### src/inc/adcctl_pkg.sv
package adcctl_pkg;
    // ****************************************
    // Register map
    // ****************************************
    localparam logic [7:0] ADDR_CONV_CONTROL = 8'hD9;
    localparam logic [7:0] ADDR_INPUT_CONTROL = 8'hDA;
    localparam logic [7:0] ADDR_RESULT_LOW = 8'hDC;
    localparam logic [7:0] ADDR_RESULT_HIGH = 8'hDD;
    localparam logic [7:0] ADDR_IRQ_STATUS = 8'hE0;
    localparam logic [7:0] ADDR_IRQ_MASK = 8'hE1;
    localparam logic [7:0] CTRL_RESET = 8'h00;
    localparam logic [7:0] INPUT_RESET = 8'h00;
    // ****************************************
    // Control fields
    // ****************************************
    localparam int BIT_DONE = 7;
    localparam int BIT_START_BUSY = 6;
    localparam int BIT_OUTPUT_MODE = 5;
    localparam int BIT_ENABLE = 4;
    localparam int BIT_LEFT_JUSTIFY = 3;
    localparam int CLKSEL_LSB = 0;
    localparam int TRIG_LSB = 4;
    // Interrupt status bits
    localparam int IRQ_DONE = 0;
    localparam int IRQ_OVERRUN = 1;
    // ****************************************
    // Timing
    // ****************************************
    localparam int INPUT_CONV_CYCLES = 13;
    localparam int OUTPUT_CONV_CYCLES = 11;
    localparam int SAMPLE_CYCLE = 3;
    localparam int RC_DIV = 4;
    localparam int RESULT_BITS = 10;
    localparam logic [1:0] TRIG_SOFTWARE = 2'h0;
endpackage

### src/design/adcctl_clkdiv.sv
// ****************************************
// Converter clock enable generator
// ****************************************
module adcctl_clkdiv
    import adcctl_pkg::*;
(
    input wire logic clock,
    input wire logic nrst,
    input wire logic rc_tick,
    input wire logic [2:0] clk_select,
    output logic conv_tick
);
    logic [6:0] presc_r;
    logic [1:0] rc_cnt_r;

    // Free running prescaler; tap n marks a wrap of fsys/2^n
    always_ff @(posedge clock or negedge nrst)
    begin
        if (!nrst)
            presc_r <= 7'h00;
        else
            presc_r <= presc_r + 7'h01;
    end

    always_ff @(posedge clock or negedge nrst)
    begin
        if (!nrst)
            rc_cnt_r <= 2'h0;
        else if (rc_tick)
            rc_cnt_r <= rc_cnt_r + 2'h1;
    end

    always_comb
    begin
        if (clk_select == 3'h0)
            conv_tick = rc_tick && (rc_cnt_r == 2'(RC_DIV - 1));
        else
            conv_tick = ((presc_r & ((7'h01 << (clk_select - 3'h1)) - 7'h01 | (7'h01 << (clk_select - 3'h1))))
                == ((7'h01 << (clk_select - 3'h1)) - 7'h01 | (7'h01 << (clk_select - 3'h1))));
    end
endmodule

### src/design/adcctl_top.sv
// Design decision made here: the strobed register port.
module adcctl_top
    import adcctl_pkg::*;
#(
    parameter int DATA_BITS = RESULT_BITS
)
(
    input wire logic clock,
    input wire logic nrst,
    input wire logic [7:0] addr,
    input wire logic [7:0] wdata,
    input wire logic wr_en,
    input wire logic rd_en,
    output logic [7:0] rdata,
    input wire logic int_ack,
    input wire logic rc_tick,
    input wire logic timer0_ovf,
    input wire logic timer1_ovf,
    input wire logic timer2_ovf,
    input wire logic [9:0] core_result,
    output logic core_enable,
    output logic core_output_mode,
    output logic core_sample,
    output logic core_step,
    output logic [9:0] core_dac_value,
    output logic irq
);
    import adcctl_pkg::*;

    // The port widths are fixed at ten bits
    if (DATA_BITS != RESULT_BITS)
    begin : g_width_check
        $error("adcctl_top serves only 10-bit data");
    end

    typedef enum logic [2:0] {
        ADCCTL_IDLE = 3'b001,
        ADCCTL_RUN = 3'b010,
        ADCCTL_FINISH = 3'b100
    } adcctl_state_t;

    adcctl_state_t state_r;
    logic [7:0] ctrl_r;
    logic [7:0] input_r;
    logic [15:0] result_r;
    logic [15:0] out_data_r;
    logic [9:0] dac_buf_r;
    logic [3:0] cycle_r;
    logic [1:0] irq_status_r;
    logic [1:0] irq_mask_r;
    logic conv_tick;
    logic trig_ovf;
    logic start_req;
    logic conv_end;
    logic [3:0] conv_len;

    // ****************************************
    // Converter clock
    // ****************************************
    adcctl_clkdiv u_clkdiv
    (
        .clock(clock),
        .nrst(nrst),
        .rc_tick(rc_tick),
        .clk_select(ctrl_r[2:0]),
        .conv_tick(conv_tick)
    );

    // ****************************************
    // Trigger and sequencing
    // ****************************************
    function automatic logic sel_timer(input logic [1:0] trigger_select, input logic t0, input logic t1, input logic t2);
        case (trigger_select)
            2'h1: sel_timer = t0;
            2'h2: sel_timer = t1;
            2'h3: sel_timer = t2;
            default: sel_timer = 1'b0;
        endcase
    endfunction

    assign trig_ovf = sel_timer(input_r[5:4], timer0_ovf, timer1_ovf, timer2_ovf);

    logic sw_write_start;
    assign sw_write_start = wr_en && addr == ADDR_CONV_CONTROL && wdata[BIT_START_BUSY];

    // one start per request while enabled and idle
    assign start_req = ctrl_r[BIT_ENABLE] && state_r == ADCCTL_IDLE
        && (input_r[5:4] == TRIG_SOFTWARE ? sw_write_start : trig_ovf);

    assign conv_len = ctrl_r[BIT_OUTPUT_MODE] ? 4'(OUTPUT_CONV_CYCLES) : 4'(INPUT_CONV_CYCLES);
    assign conv_end = state_r == ADCCTL_RUN && conv_tick && cycle_r == conv_len;

    always_ff @(posedge clock or negedge nrst)
    begin
        if (!nrst)
        begin
            state_r <= ADCCTL_IDLE;
            cycle_r <= 4'h0;
        end
        else
        begin
            case (state_r)
                ADCCTL_IDLE:
                begin
                    cycle_r <= 4'h0;
                    if (start_req)
                        state_r <= ADCCTL_RUN;
                end
                ADCCTL_RUN:
                begin
                    if (!ctrl_r[BIT_ENABLE])
                        state_r <= ADCCTL_IDLE;
                    else if (conv_end)
                        state_r <= ADCCTL_FINISH;
                    else if (conv_tick)
                        cycle_r <= cycle_r + 4'h1;
                end
                ADCCTL_FINISH:
                begin
                    state_r <= ADCCTL_IDLE;
                end
                default: state_r <= ADCCTL_IDLE;
            endcase
        end
    end

    // sample strobe in third converter cycle
    assign core_sample = state_r == ADCCTL_RUN && conv_tick && cycle_r == 4'(SAMPLE_CYCLE - 1)
        && !ctrl_r[BIT_OUTPUT_MODE];
    assign core_step = state_r == ADCCTL_RUN && conv_tick;
    assign core_output_mode = ctrl_r[BIT_OUTPUT_MODE];
    assign core_enable = ctrl_r[BIT_ENABLE];
    assign core_dac_value = dac_buf_r;

    always_ff @(posedge clock or negedge nrst)
    begin
        if (!nrst)
            dac_buf_r <= 10'h000;
        else if (start_req && ctrl_r[BIT_OUTPUT_MODE])
            dac_buf_r <= ctrl_r[BIT_LEFT_JUSTIFY] ? out_data_r[15:6] : out_data_r[9:0];
    end

    // ****************************************
    // Control register
    // ****************************************
    always_ff @(posedge clock or negedge nrst)
    begin
        if (!nrst)
            ctrl_r <= CTRL_RESET;
        else
        begin
            if (wr_en && addr == ADDR_CONV_CONTROL)
                ctrl_r[5:0] <= wdata[5:0];
            // busy held while running, cleared at end
            if (start_req)
                ctrl_r[BIT_START_BUSY] <= 1'b1;
            else if (state_r == ADCCTL_FINISH || (state_r == ADCCTL_RUN && !ctrl_r[BIT_ENABLE]))
                ctrl_r[BIT_START_BUSY] <= 1'b0;
            else if (state_r == ADCCTL_IDLE)
                ctrl_r[BIT_START_BUSY] <= 1'b0;
            // done set wins over vector clear
            if (state_r == ADCCTL_FINISH)
                ctrl_r[BIT_DONE] <= 1'b1;
            else if (int_ack)
                ctrl_r[BIT_DONE] <= 1'b0;
        end
    end

    always_ff @(posedge clock or negedge nrst)
    begin
        if (!nrst)
            input_r <= INPUT_RESET;
        else if (wr_en && addr == ADDR_INPUT_CONTROL)
            input_r <= wdata;
    end

    // ****************************************
    // Result data
    // ****************************************
    // justify and extend result
    always_ff @(posedge clock or negedge nrst)
    begin
        if (!nrst)
            result_r <= 16'h0000;
        else if (conv_end && !ctrl_r[BIT_OUTPUT_MODE])
            result_r <= ctrl_r[BIT_LEFT_JUSTIFY] ? {core_result, 6'h00} : {{6{core_result[9]}}, core_result};
    end

    always_ff @(posedge clock or negedge nrst)
    begin
        if (!nrst)
            out_data_r <= 16'h0000;
        else if (wr_en && ctrl_r[BIT_OUTPUT_MODE])
        begin
            if (addr == ADDR_RESULT_LOW)
                out_data_r[7:0] <= wdata;
            else if (addr == ADDR_RESULT_HIGH)
                out_data_r[15:8] <= wdata;
        end
    end

    // ****************************************
    // Interrupts
    // ****************************************
    always_ff @(posedge clock or negedge nrst)
    begin
        if (!nrst)
            irq_mask_r <= 2'h0;
        else if (wr_en && addr == ADDR_IRQ_MASK)
            irq_mask_r <= wdata[1:0];
    end

    // Set wins over the clear-on-read
    always_ff @(posedge clock or negedge nrst)
    begin
        if (!nrst)
            irq_status_r <= 2'h0;
        else
        begin
            irq_status_r <= (rd_en && addr == ADDR_IRQ_STATUS) ? 2'h0 : irq_status_r;
            if (state_r == ADCCTL_FINISH)
                irq_status_r[IRQ_DONE] <= 1'b1;
            // overflow during a busy conversion is flagged
            if (trig_ovf && state_r != ADCCTL_IDLE && input_r[5:4] != TRIG_SOFTWARE)
                irq_status_r[IRQ_OVERRUN] <= 1'b1;
        end
    end

    assign irq = |(irq_status_r & irq_mask_r);

    // ****************************************
    // Read port
    // ****************************************
    // read mux, result visible in input mode only
    always_ff @(posedge clock or negedge nrst)
    begin
        if (!nrst)
            rdata <= 8'h00;
        else if (!rd_en)
            rdata <= 8'h00;
        else
        begin
            case (addr)
                ADDR_CONV_CONTROL: rdata <= ctrl_r;
                ADDR_INPUT_CONTROL: rdata <= input_r;
                ADDR_RESULT_LOW: rdata <= ctrl_r[BIT_OUTPUT_MODE] ? 8'h00 : result_r[7:0];
                ADDR_RESULT_HIGH: rdata <= ctrl_r[BIT_OUTPUT_MODE] ? 8'h00 : result_r[15:8];
                ADDR_IRQ_STATUS: rdata <= {6'h00, irq_status_r};
                ADDR_IRQ_MASK: rdata <= {6'h00, irq_mask_r};
                default: rdata <= 8'h00;
            endcase
        end
    end

    // ****************************************
    // Checks
    // ****************************************
    property p_start;
        @(posedge clock) disable iff (!nrst) start_req |=> state_r == ADCCTL_RUN && ctrl_r[BIT_START_BUSY];
    endproperty
    a_start: assert property (p_start) else $error("start not taken");

    property p_busy;
        @(posedge clock) disable iff (!nrst) state_r == ADCCTL_RUN && ctrl_r[BIT_ENABLE] |-> ctrl_r[BIT_START_BUSY];
    endproperty
    a_busy: assert property (p_busy) else $error("busy dropped mid conversion");

    property p_busy_clr;
        @(posedge clock) disable iff (!nrst) state_r == ADCCTL_FINISH |=> !ctrl_r[BIT_START_BUSY];
    endproperty
    a_busy_clr: assert property (p_busy_clr) else $error("busy not cleared");

    property p_timer_busy;
        @(posedge clock) disable iff (!nrst) start_req && input_r[5:4] != TRIG_SOFTWARE
            |=> ctrl_r[BIT_START_BUSY];
    endproperty
    a_timer_busy: assert property (p_timer_busy) else $error("busy not set by timer start");

    property p_done;
        @(posedge clock) disable iff (!nrst) state_r == ADCCTL_FINISH |=> ctrl_r[BIT_DONE];
    endproperty
    a_done: assert property (p_done) else $error("done not set");

    property p_enable;
        @(posedge clock) disable iff (!nrst) !ctrl_r[BIT_ENABLE] |=> state_r != ADCCTL_RUN;
    endproperty
    a_enable: assert property (p_enable) else $error("start while disabled");

    property p_just;
        @(posedge clock) disable iff (!nrst) conv_end && !ctrl_r[BIT_OUTPUT_MODE] && !ctrl_r[BIT_LEFT_JUSTIFY]
            |=> result_r[9:0] == $past(core_result) && result_r[15:10] == {6{result_r[9]}};
    endproperty
    a_just: assert property (p_just) else $error("sign extension wrong");

    // Step count kept apart from the sequencer so the length check is not circular
    logic [4:0] step_seen_r;

    always_ff @(posedge clock or negedge nrst)
    begin
        if (!nrst)
            step_seen_r <= 5'h00;
        else if (start_req)
            step_seen_r <= 5'h00;
        else if (core_step)
            step_seen_r <= step_seen_r + 5'h01;
    end

    // One alignment step precedes the full converter cycles
    property p_len;
        @(posedge clock) disable iff (!nrst) state_r == ADCCTL_FINISH
            |-> step_seen_r == (ctrl_r[BIT_OUTPUT_MODE] ? 5'(OUTPUT_CONV_CYCLES + 1) : 5'(INPUT_CONV_CYCLES + 1));
    endproperty
    a_len: assert property (p_len) else $error("conversion length wrong");

    property p_ro;
        @(posedge clock) disable iff (!nrst) rd_en && addr == ADDR_RESULT_LOW && ctrl_r[BIT_OUTPUT_MODE]
            |=> rdata == 8'h00;
    endproperty
    a_ro: assert property (p_ro) else $error("result readable in output mode");

    c_in: cover property (@(posedge clock) conv_end && !ctrl_r[BIT_OUTPUT_MODE]);
    c_out: cover property (@(posedge clock) conv_end && ctrl_r[BIT_OUTPUT_MODE]);
    c_timer: cover property (@(posedge clock) start_req && input_r[5:4] != TRIG_SOFTWARE);
endmodule

### config.mk
export PLATFORM = sky130hd
export DESIGN_NAME = adcctl_top
export DESIGN_NICKNAME = d
export VERILOG_FILES = /design/src/inc/adcctl_pkg.sv /design/src/design/adcctl_clkdiv.sv /design/src/design/adcctl_top.sv
export SDC_FILE = /design/constraint.sdc
export NUM_CORES = 1
export LEC_CHECK = 0
export BUFFER_PORTS_ARGS = -buffer_cell sky130_fd_sc_hd__buf_2
export CAP_MARGIN = 40
export CELL_PAD_IN_SITES_DETAIL_PLACEMENT = 1
export CELL_PAD_IN_SITES_GLOBAL_PLACEMENT = 2
export CORE_MARGIN = 2
export CORE_UTILIZATION = 36
export CTS_BUF_LIST = sky130_fd_sc_hd__clkbuf_8
export CTS_CLUSTER_SIZE = 30
export DETAILED_ROUTE_END_ITERATION = 8
export GPL_TIMING_DRIVEN = 0
export HOLD_SLACK_MARGIN = 0.08
export PLACE_DENSITY_LB_ADDON = 0.3
export SYNTH_ARGS = -nofsm -noshare
export SYNTH_HDL_FRONTEND = slang
export SYNTH_SLANG_ARGS = --single-unit
### constraint.sdc
create_clock -name clock -period 2.3 [get_ports clock]
set_input_delay 0.345 -clock clock [delete_from_list [all_inputs] [get_ports clock]]
set_output_delay 0.345 -clock clock [all_outputs]
set_load 0.05 [all_outputs]
==> impl_summary.md, run 1 <==
Run status
The flow ran to the end, but the final reports show violations. The checks that failed: setup timing.

Power
Combinational logic is responsible for 9.9% of the overall power. The internal cell power is 0.002306 W. Dividing total power by cell area gives a power density of 613.9 nW/um2. The share of power burned in the clock network is 39.9%. Of the total power, registers draw 50.3%.

The maximum vdd ir drop is 0.3772 mV. For this design the total switching power over the nets is 0.0008241 W. The static leakage power is 2.476 nW. The switching share of total power is 26.33%.

Yosys
The average size of a mapped cell is 12.56 um2. By instance count, the leading cell after synthesis is dfrtp_1. The synthesized netlist devotes 6.116% of its cell area to compound gates.

The parity-gate share of the synthesized area counting xor and xnor cells is 1.671%. In the synthesized netlist the dominant register cell turns out to be dfrtp_1. In the post-synthesis netlist, the biggest area contributors are dfrtp_1 (51%), mux2_2 (17%), mux2_4 (3.6%). The synthesized net count is 374. The number of distinct standard cells referenced by the synthesized netlist is 50. The gate count after technology mapping is 334.

During synthesis, Yosys emitted a total of 0 warnings. The largest total area in the synthesized netlist belongs to dfrtp_1. The combinational family with the most area after synthesis is multiplexers. After Yosys synthesis, and, or, nand and nor cells account for 13.04% of the synthesized area. The post-synthesis sequential area ratio is 51.34%. The proportion of register bits with asynchronous set or reset after synthesis is 100.0%.

The synthesized design contains 0 enable-type register cells. The synthesized netlist devotes 1.492% of its cell area to adder and majority cells. The share of cell area taken by muxes after synthesis is 24.13%. In this run, synthesis produced a sequential element count of 86. The synthesized design devotes to its leading area cell type 50.72% of total area. The commonest cells after synthesis are dfrtp_1 (85), mux2_2 (65), nand2_1 (26). The summed instance area of the synthesized netlist is 4194 um2.

Critical path
The cell repeated most along the worst path is nor2_4. STA classifies the critical path startpoint as a flop. STA classifies the critical path endpoint as an output port. The setup path with the least slack is of type reg -> out. The highest cell delay on the worst timing path is 0.41 ns.

The critical register-to-register path endpoint is result_r[7]. Of all nets on the critical path, the largest fanout is 2. STA puts the critical path data arrival time at 2.17 ns. The data required time at the worst endpoint is 1.96 ns.

The internal reg-to-reg setup slack is -0.18 ns. The startpoint identified for the worst register-to-register timing path is ctrl_r[0]. The worst reg2reg path depth is 10.

The critical path goes through nor2_4, ha_4, nor2_2, o41ai_4, o211ai_4, nor2_4, and4b_4, buf_8. The slowest library cell on the worst path is dfrtp_1.

Timing
The transition time at the pin with the least slew margin is 0.7108 ns. The setup clock skew after layout is 0.007787 ns. Setup repair after global routing could not meet its margin everywhere.

The worst path in the final design needs a cycle of 2.518 ns, including I/O delays and setup. Final hold analysis gives a worst-case slack of 0.1708 ns. The worst slew margin relative to its limit is 52.61%. The maximum clock rate is 397.1 MHz. The setup-violating endpoint count in the final report is 18. For the final routed database, the setup TNS stands at -2.932 ns. The least setup slack across all paths after layout is -0.2182 ns. The final max-slew violation count is 0. The number of endpoints with negative hold slack in the final report is 0. The final period utilization is 109.5%.

Final layout
The fill cell total of the finished layout is 1,229. The multi-input logic area is 2003 um2. The post-layout instance count excluding filler cells is 561. The number of antenna diodes in the final layout is 0. The area growth from synthesis to layout is 21.57%. The final layout contains 453 nets. After routing the design area is 5099 um2. The area of all sequential standard cells is 2153 um2. Cells with a size suffix above 1 make up 42.82% of the layout.

Placed design
Once placement completed, the tool counted placed cells totaling 534. Routability-driven placement finished with a final weighted congestion of 0.7947. The post-place setup slack is -0.4840 ns. The count of buffers inserted at the top-level ports is 56. The cell area after placement is 4701 um2.

The detailed placer's ending HPWL is 7.389 mm.

Global routing
Global routing used 17.50% of the available tracks. Global routing used 24.23% of the available met1 tracks. Global routing used 26.59% of the available met2 tracks. The met3 global-route usage is 4.192%. met2 is the most crowded layer. The overflow left after global routing is 0.

The number of antenna violations at the first check in global routing is 0. The via count of the first global-routing pass was 3,183. The global-route wire length before repair is 16.90 mm.

Entering global routing, the biggest net connects 53 pins.

Clock tree
After clock tree synthesis, the clock-pin slew on the worst setup and hold paths is 0.09 ns. The CTS tree is yes. The number of buffers added by the clock tree synthesis step is 9. The cell at the root of the clock tree is clkbuf_8. The CTS sink count is 86. The clock reaches the later pin of the worst-skew pair after 0.38 ns.

No sink is reached through more buffers than the 2 on the longest clock path. The maximum level of the CTS H-tree is 3.

Route
The total vias in the final route is 2,923. The total detailed-routing wirelength is 10.30 mm. Using the TritonRoute via totals, the vias-per-cell ratio works out to 5.210. The number of DRC markers in iteration 0 is 93.

Before antenna repair, the detailed router went through 5 iterations. Once detail routing completed, the nets flagged for antenna violations numbered 0. The final routed wire length divided by cell count is 18.36 um. The residual DRC count is 0.

Worst hold path
The hold-critical path depth is 2. The min-delay analysis places its worst path in the category in -> reg. The path with the worst hold slack has its endpoint at ctrl_r[7]. The hold path startpoint is int_ack.

Floorplan
The die covers 12,530 um2. The floorplan has 39 rows. The effective utilization at floorplan is 36.89%. In this run the horizontal extent of the chip is 111.9 um. The floorplan step set the die height to 111.9 um. The placeable core region is 11,370 um2. The I/O pin count is 58.

Run
Across the run, the number of max-cap violations was 0.
[layout make-up]
cell class                      instances  share of cell area (%)
Buffer                                 10                   1.080
Timing Repair Buffer                   70                   8.933
Clock buffer                            9                   2.429
Clock inverter                          7                   2.012
Inverter                                7                  0.5153
Multi-Input combinational cell        229                   39.29
Sequential cell                        86                   42.23
Tap cell                              143                   3.509
[cell usage in the layout (no fill, tap or decap), types with 3 or more instances in the layout]
| cell | instances |
|---|---|
| mux2_2 | 65 |
| nor2_1 | 15 |
| nand2_1 | 26 |
| ha_1 | 4 |
| dfrtp_1 | 85 |
| clkbuf_8 | 9 |
| and3_1 | 4 |
| xor2_1 | 5 |
| mux2_4 | 10 |
| nor2b_1 | 12 |
| o22a_1 | 5 |
| o21ai_0 | 4 |
| xnor2_1 | 3 |
| nand3b_1 | 4 |
| a222oi_1 | 3 |
| buf_2 | 54 |
| clkbuf_1 | 5 |
| inv_6 | 3 |
| buf_4 | 11 |
| nand3_1 | 8 |
| a22oi_1 | 5 |
| mux2i_1 | 13 |
| buf_8 | 3 |
| nor3_1 | 6 |
| inv_1 | 6 |
[layer usage]
layer	vias to the layer above	routed length [um]	share of wire [%]
met1	1500	4841	47
met4	0	231	2.2
met3	17	429	4.2
met2	51	4797	47
met5	-	0	0
li1	1355	-	-
[timing repair]
item,in CTS,in global routing
pin swaps,7,5
setup buffers,9,2
cloned,0,1
resized for setup,12,5
setup endpoints to repair,24,32
endpoints found under the hold margin,34,0
hold buffers,1,0
[worst max path at each step]
stage	endpoint	slack, ns	depth (start not counted)	startpoint
finish	core_sample	-0.22	8	ctrl_r[0]
global route	core_sample	-0.32	8	ctrl_r[0]
CTS	core_sample	-0.35	9	ctrl_r[0]
detailed placement	result_r[11]	-0.48	9	ctrl_r[0]
global placement	result_r[11]	-0.44	9	ctrl_r[1]
floorplan	result_r[0]	-0.15	9	ctrl_r[1]
[logic make-up after synthesis]
group | after synthesis
AND/OR/NAND/NOR | 99
multiplexers | 88
flip-flops | 86
AO/OA/AOI/OAI | 29
buffers and inverters | 19
XOR/XNOR | 8
adder cells (fa/ha/maj) | 5
[critical path: cells and delay by family (launching register included)]
kind | cells | cell delay, ns
flops | 1 | 0.41
fa+ha+maj | 1 | 0.27
compound gates | 2 | 0.50
simple gates | 4 | 0.47
buf+inv | 1 | 0.14
[metrics by stage]
step | utilization [%] | total power (W)
after floorplan | - | 0.001756
after global placement | 41.08 | 0.001868
after detailed placement | 41.34 | 0.001890
after CTS | 44.45 | 0.003162
after global routing | 44.84 | 0.003265
final | 44.84 | 0.003130
[registers in the layout, indices dropped and copies added (netlist names), 3 cells and up]
name	count
rdata	8
core_dac_value	10
ctrl_r	8
input_r	8
result_r	16
out_data_r	16
state_r	3
cycle_r	4
u_clkdiv.presc_r	7
[power groups by stage]
stage | Clock (W) | Combinational (W) | Sequential (W)
floorplan | 0 | 0.000157 | 0.00160
global placement | 0 | 0.000268 | 0.00160
detailed placement | 0 | 0.000287 | 0.00160
CTS | 0.00128 | 0.000306 | 0.00157
global route | 0.00134 | 0.000346 | 0.00158
finish | 0.00125 | 0.000309 | 0.00157
Note: power is estimated with default switching activity, not from simulation.
==> run 2: changes to the inputs <==
Settings changed: PLACE_DENSITY from default to 0.82, PLACE_DENSITY_LB_ADDON 0.3 to default, SETUP_SLACK_MARGIN from default to 0.3.
==> run 2 against run 1 <==
Against the previous run: the flow still finishes with violations (setup timing); register-to-register slack better by 0.02 ns; core utilization increased by 1.1 points; clock power is 15% lower; first-iteration DRC count rose by 3.2%; sequential power about the same; critical path depth is 1 higher; largest cell class unchanged; die area stayed put; power down 5.6%; critical endpoint is now core_step; wire length up 1.9%; hold slack improved by 0.035 ns; highest routed layer unchanged; worst setup slack worse by 0.023 ns.
==> impl_summary.md, run 2 (synthesis results as in run 1) <==
Timing
The transition time at the pin with the least slew margin is 0.6613 ns. Setup repair after global routing could not meet its margin everywhere. The final max-slew violation count came to 0. Setup violations remaining at the end of the flow were counted as 20. In this run the tightest slew margin relative to its limit is 55.91%. The number of endpoints with negative hold slack in the final report is 0. The minimum period implied by the final worst setup slack is 2.541 ns.

Timing would allow up to 393.5 MHz. Across the routed clock network, the largest skew measured is 0.007081 ns. In the post-route analysis, the smallest setup slack over all paths is -0.2412 ns. The final setup TNS is -2.814 ns. The final critical path takes up 110.5% of the cycle.

Placed design
At the end of routability-driven placement, the weighted congestion stood at 0.7559. The post-place setup slack is -0.4856 ns. The count of buffers added on input and output ports is 56. The detailed placer's ending HPWL is 7.365 mm.

Clock tree
The CTS tree is yes. The clock transition at the register clock pins on the worst setup and hold paths after CTS is 0.09 ns. The cell at the root of the clock tree is clkbuf_8. In this run, CTS created clock tree buffers numbering 9. In this run the deepest clock path goes through 2 buffers.

At the later pin of the worst-skew pair, clock insertion delay measures 0.36 ns. The clock tree synthesis step divided the H-tree into 3 levels. The CTS sink count is 86.

Global routing
Global routing consumed, on the met2 layer, 29.17% of the routing resources. Global routing consumed, on the met1 layer, 22.88% of the routing resources. The global-route wire length before repair is 17.17 mm.

The global router's overall resource usage is 17.61%. The pin count of the biggest net entering global routing is 55. For met3 alone, demand over resource in global routing was 5.063%.

Global routing finished with a remaining overflow of 0. In this run the most used layer during global routing was met2. The number of antenna violations at the first check in global routing is 0. The via count of the first global-routing pass is 3,254.

Final layout
The share of layout cells above drive strength 1 is 45.05%. The top cell types in the final layout, fill and taps aside, are dfrtp_1 (85), mux2_2 (58), buf_2 (54). The final layout contains 460 nets. The library cell used most frequently in the layout, excluding fill and tap cells, is dfrtp_1. 0 antenna diodes ended up in the layout.

The area growth from synthesis to layout is 24.43%.

Critical path
Across all register-to-register paths, the minimum setup slack is -0.16 ns. The nature of the critical path startpoint is a flop. The critical path goes through buf_6, buf_4, xor2_1, o221a_2, o211ai_4, nor2_4, buf_4, buf_6, buf_8. Measured in cells, the most critical reg-to-reg path has a length of 11. The slowest library cell on the worst path is dfrtp_1. The worst setup path is captured at an output port. At the worst endpoint, the required time is 1.96 ns. The largest fanout on the critical path is 7.

The cell family contributing the most delay on the critical path is buffers and inverters. For the worst setup path, the data arrival time is 2.20 ns. The critical path contains buffers and inverters numbering 5 combined. For this run, the slowest stage of the critical path takes 0.39 ns. The critical path is of the reg -> out type. The critical register-to-register path endpoint is result_r[0].

The critical register-to-register path startpoint is ctrl_r[0].

Power
Across the VDD grid, the largest voltage drop is 0.2403 mV. The analysis attributes to cell leakage a power of 2.546 nW. Overall power consumption after layout is estimated at 0.002955 W. The power density over the cells is 566.1 nW/um2.

Route
Dividing the detail-routed wire length by the instance count gives 18.51 um. After detailed routing, the number of vias per cell comes to 5.300. In this run, the number of DRC markers left after iteration 0 of detailed routing was 96. The total vias in the final route is 3,005.

The remaining antenna violation count after routing is 0. The detailed-router iteration count before antenna repair is 4. The residual DRC count is 0. Wires add up to 10.50 mm.

Floorplan
In this run the vertical extent of the chip is 111.9 um. The floorplan has 39 rows. The I/O pin count is 58.

The placeable core region is 11,370 um2. The effective utilization at floorplan is 36.89%. The area of the die is 12,530 um2. The die is 111.9 um wide.

Run status
The run finished, with violations left. The final reports fail on setup timing.

Run
Max-cap violations in this run came to 0.

Worst hold path
Counting instances, the worst hold path has a depth of 2. The path category of the worst min-delay check is in -> reg. The hold path startpoint is int_ack.

The sink of the worst hold path is ctrl_r[7].
==> run 2: cell count changes in the layout (fill, tap and decap cells not counted), sizes merged <==
cell	change
bufinv	-1
clkbuf	-1
clkinvlp	+2
buf	+7
nand4	+1
inv	-2
==> run 2: worst register-to-register path, stage by stage (launching register included) <==
cell and delay, ns:
dfrtp_1 0.38, buf_6 0.12, nor2_4 0.11, ha_4 0.14, nor2_2 0.04, o41ai_4 0.33, o211ai_4 0.19, buf_6 0.17
nor4_4 0.25, buf_6 0.17, clkbuf_16 0.15, mux2_4 0.29
==> run 2: worst max-delay path by stage <==
stage / from / to / slack [ns] / cells after the start
after global routing: ctrl_r[0] / core_sample / -0.34 / 9
after detailed placement: ctrl_r[1] / result_r[13] / -0.49 / 9
after CTS: ctrl_r[0] / core_sample / -0.38 / 9
after floorplan: ctrl_r[1] / result_r[0] / -0.14 / 9
final: ctrl_r[1] / core_step / -0.24 / 9
after global placement: ctrl_r[1] / result_r[12] / -0.43 / 9
==> run 2: through the flow <==
| step | hold slack, ns | instances | util (%) | instance area, um2 |
|---|---|---|---|---|
| after floorplan | 0.04941 | 334 | - | 4212 |
| after global placement | 0.4611 | 533 | 41.08 | 4671 |
| after detailed placement | 0.3400 | 534 | 41.34 | 4701 |
| after CTS | 0.1897 | 560 | 44.77 | 5090 |
| after global routing | 0.1958 | 567 | 45.90 | 5219 |
| final | 0.2054 | 567 | 45.90 | 5219 |
==> run 2: layer usage <==
| metal | share of wire, % | wire length [um] |
|---|---|---|
| met1 | 45 | 4733 |
| met2 | 49 | 5195 |
| met3 | 4.6 | 483 |
| met4 | 0.78 | 82 |
| met5 | 0 | 0 |
==> run 2: layout make-up <==
| type | instances | area (um2) |
|---|---|---|
| fill | 1227 | 6151 |
| sequential | 86 | 2153 |
| multi-input combinational | 230 | 2083 |
| timing repair buffer | 74 | 504.2 |
| tap | 143 | 178.9 |
| clock buffer | 9 | 123.9 |
| buffer | 12 | 83.83 |
| clock inverter | 6 | 65.06 |
| inverter | 7 | 26.28 |
==> run 2: power by group <==
group          leakage (nW)  total (W)  switching [W]  internal (W)
Combinational          1.29   0.000323       0.000183      0.000140
Clock                0.0887    0.00106       0.000564      0.000494
Sequential             1.17    0.00157      0.0000281       0.00155
==> run 2: timing repair <==
action / in CTS / in global routing
resized for setup: 28 / 17
endpoints found under the setup margin: 32 / 50
cloned: 1 / 1
setup buffers: 9 / 6
endpoints found under the hold margin: 31 / 0
hold buffers: 1 / 0
pin swaps: 9 / 7
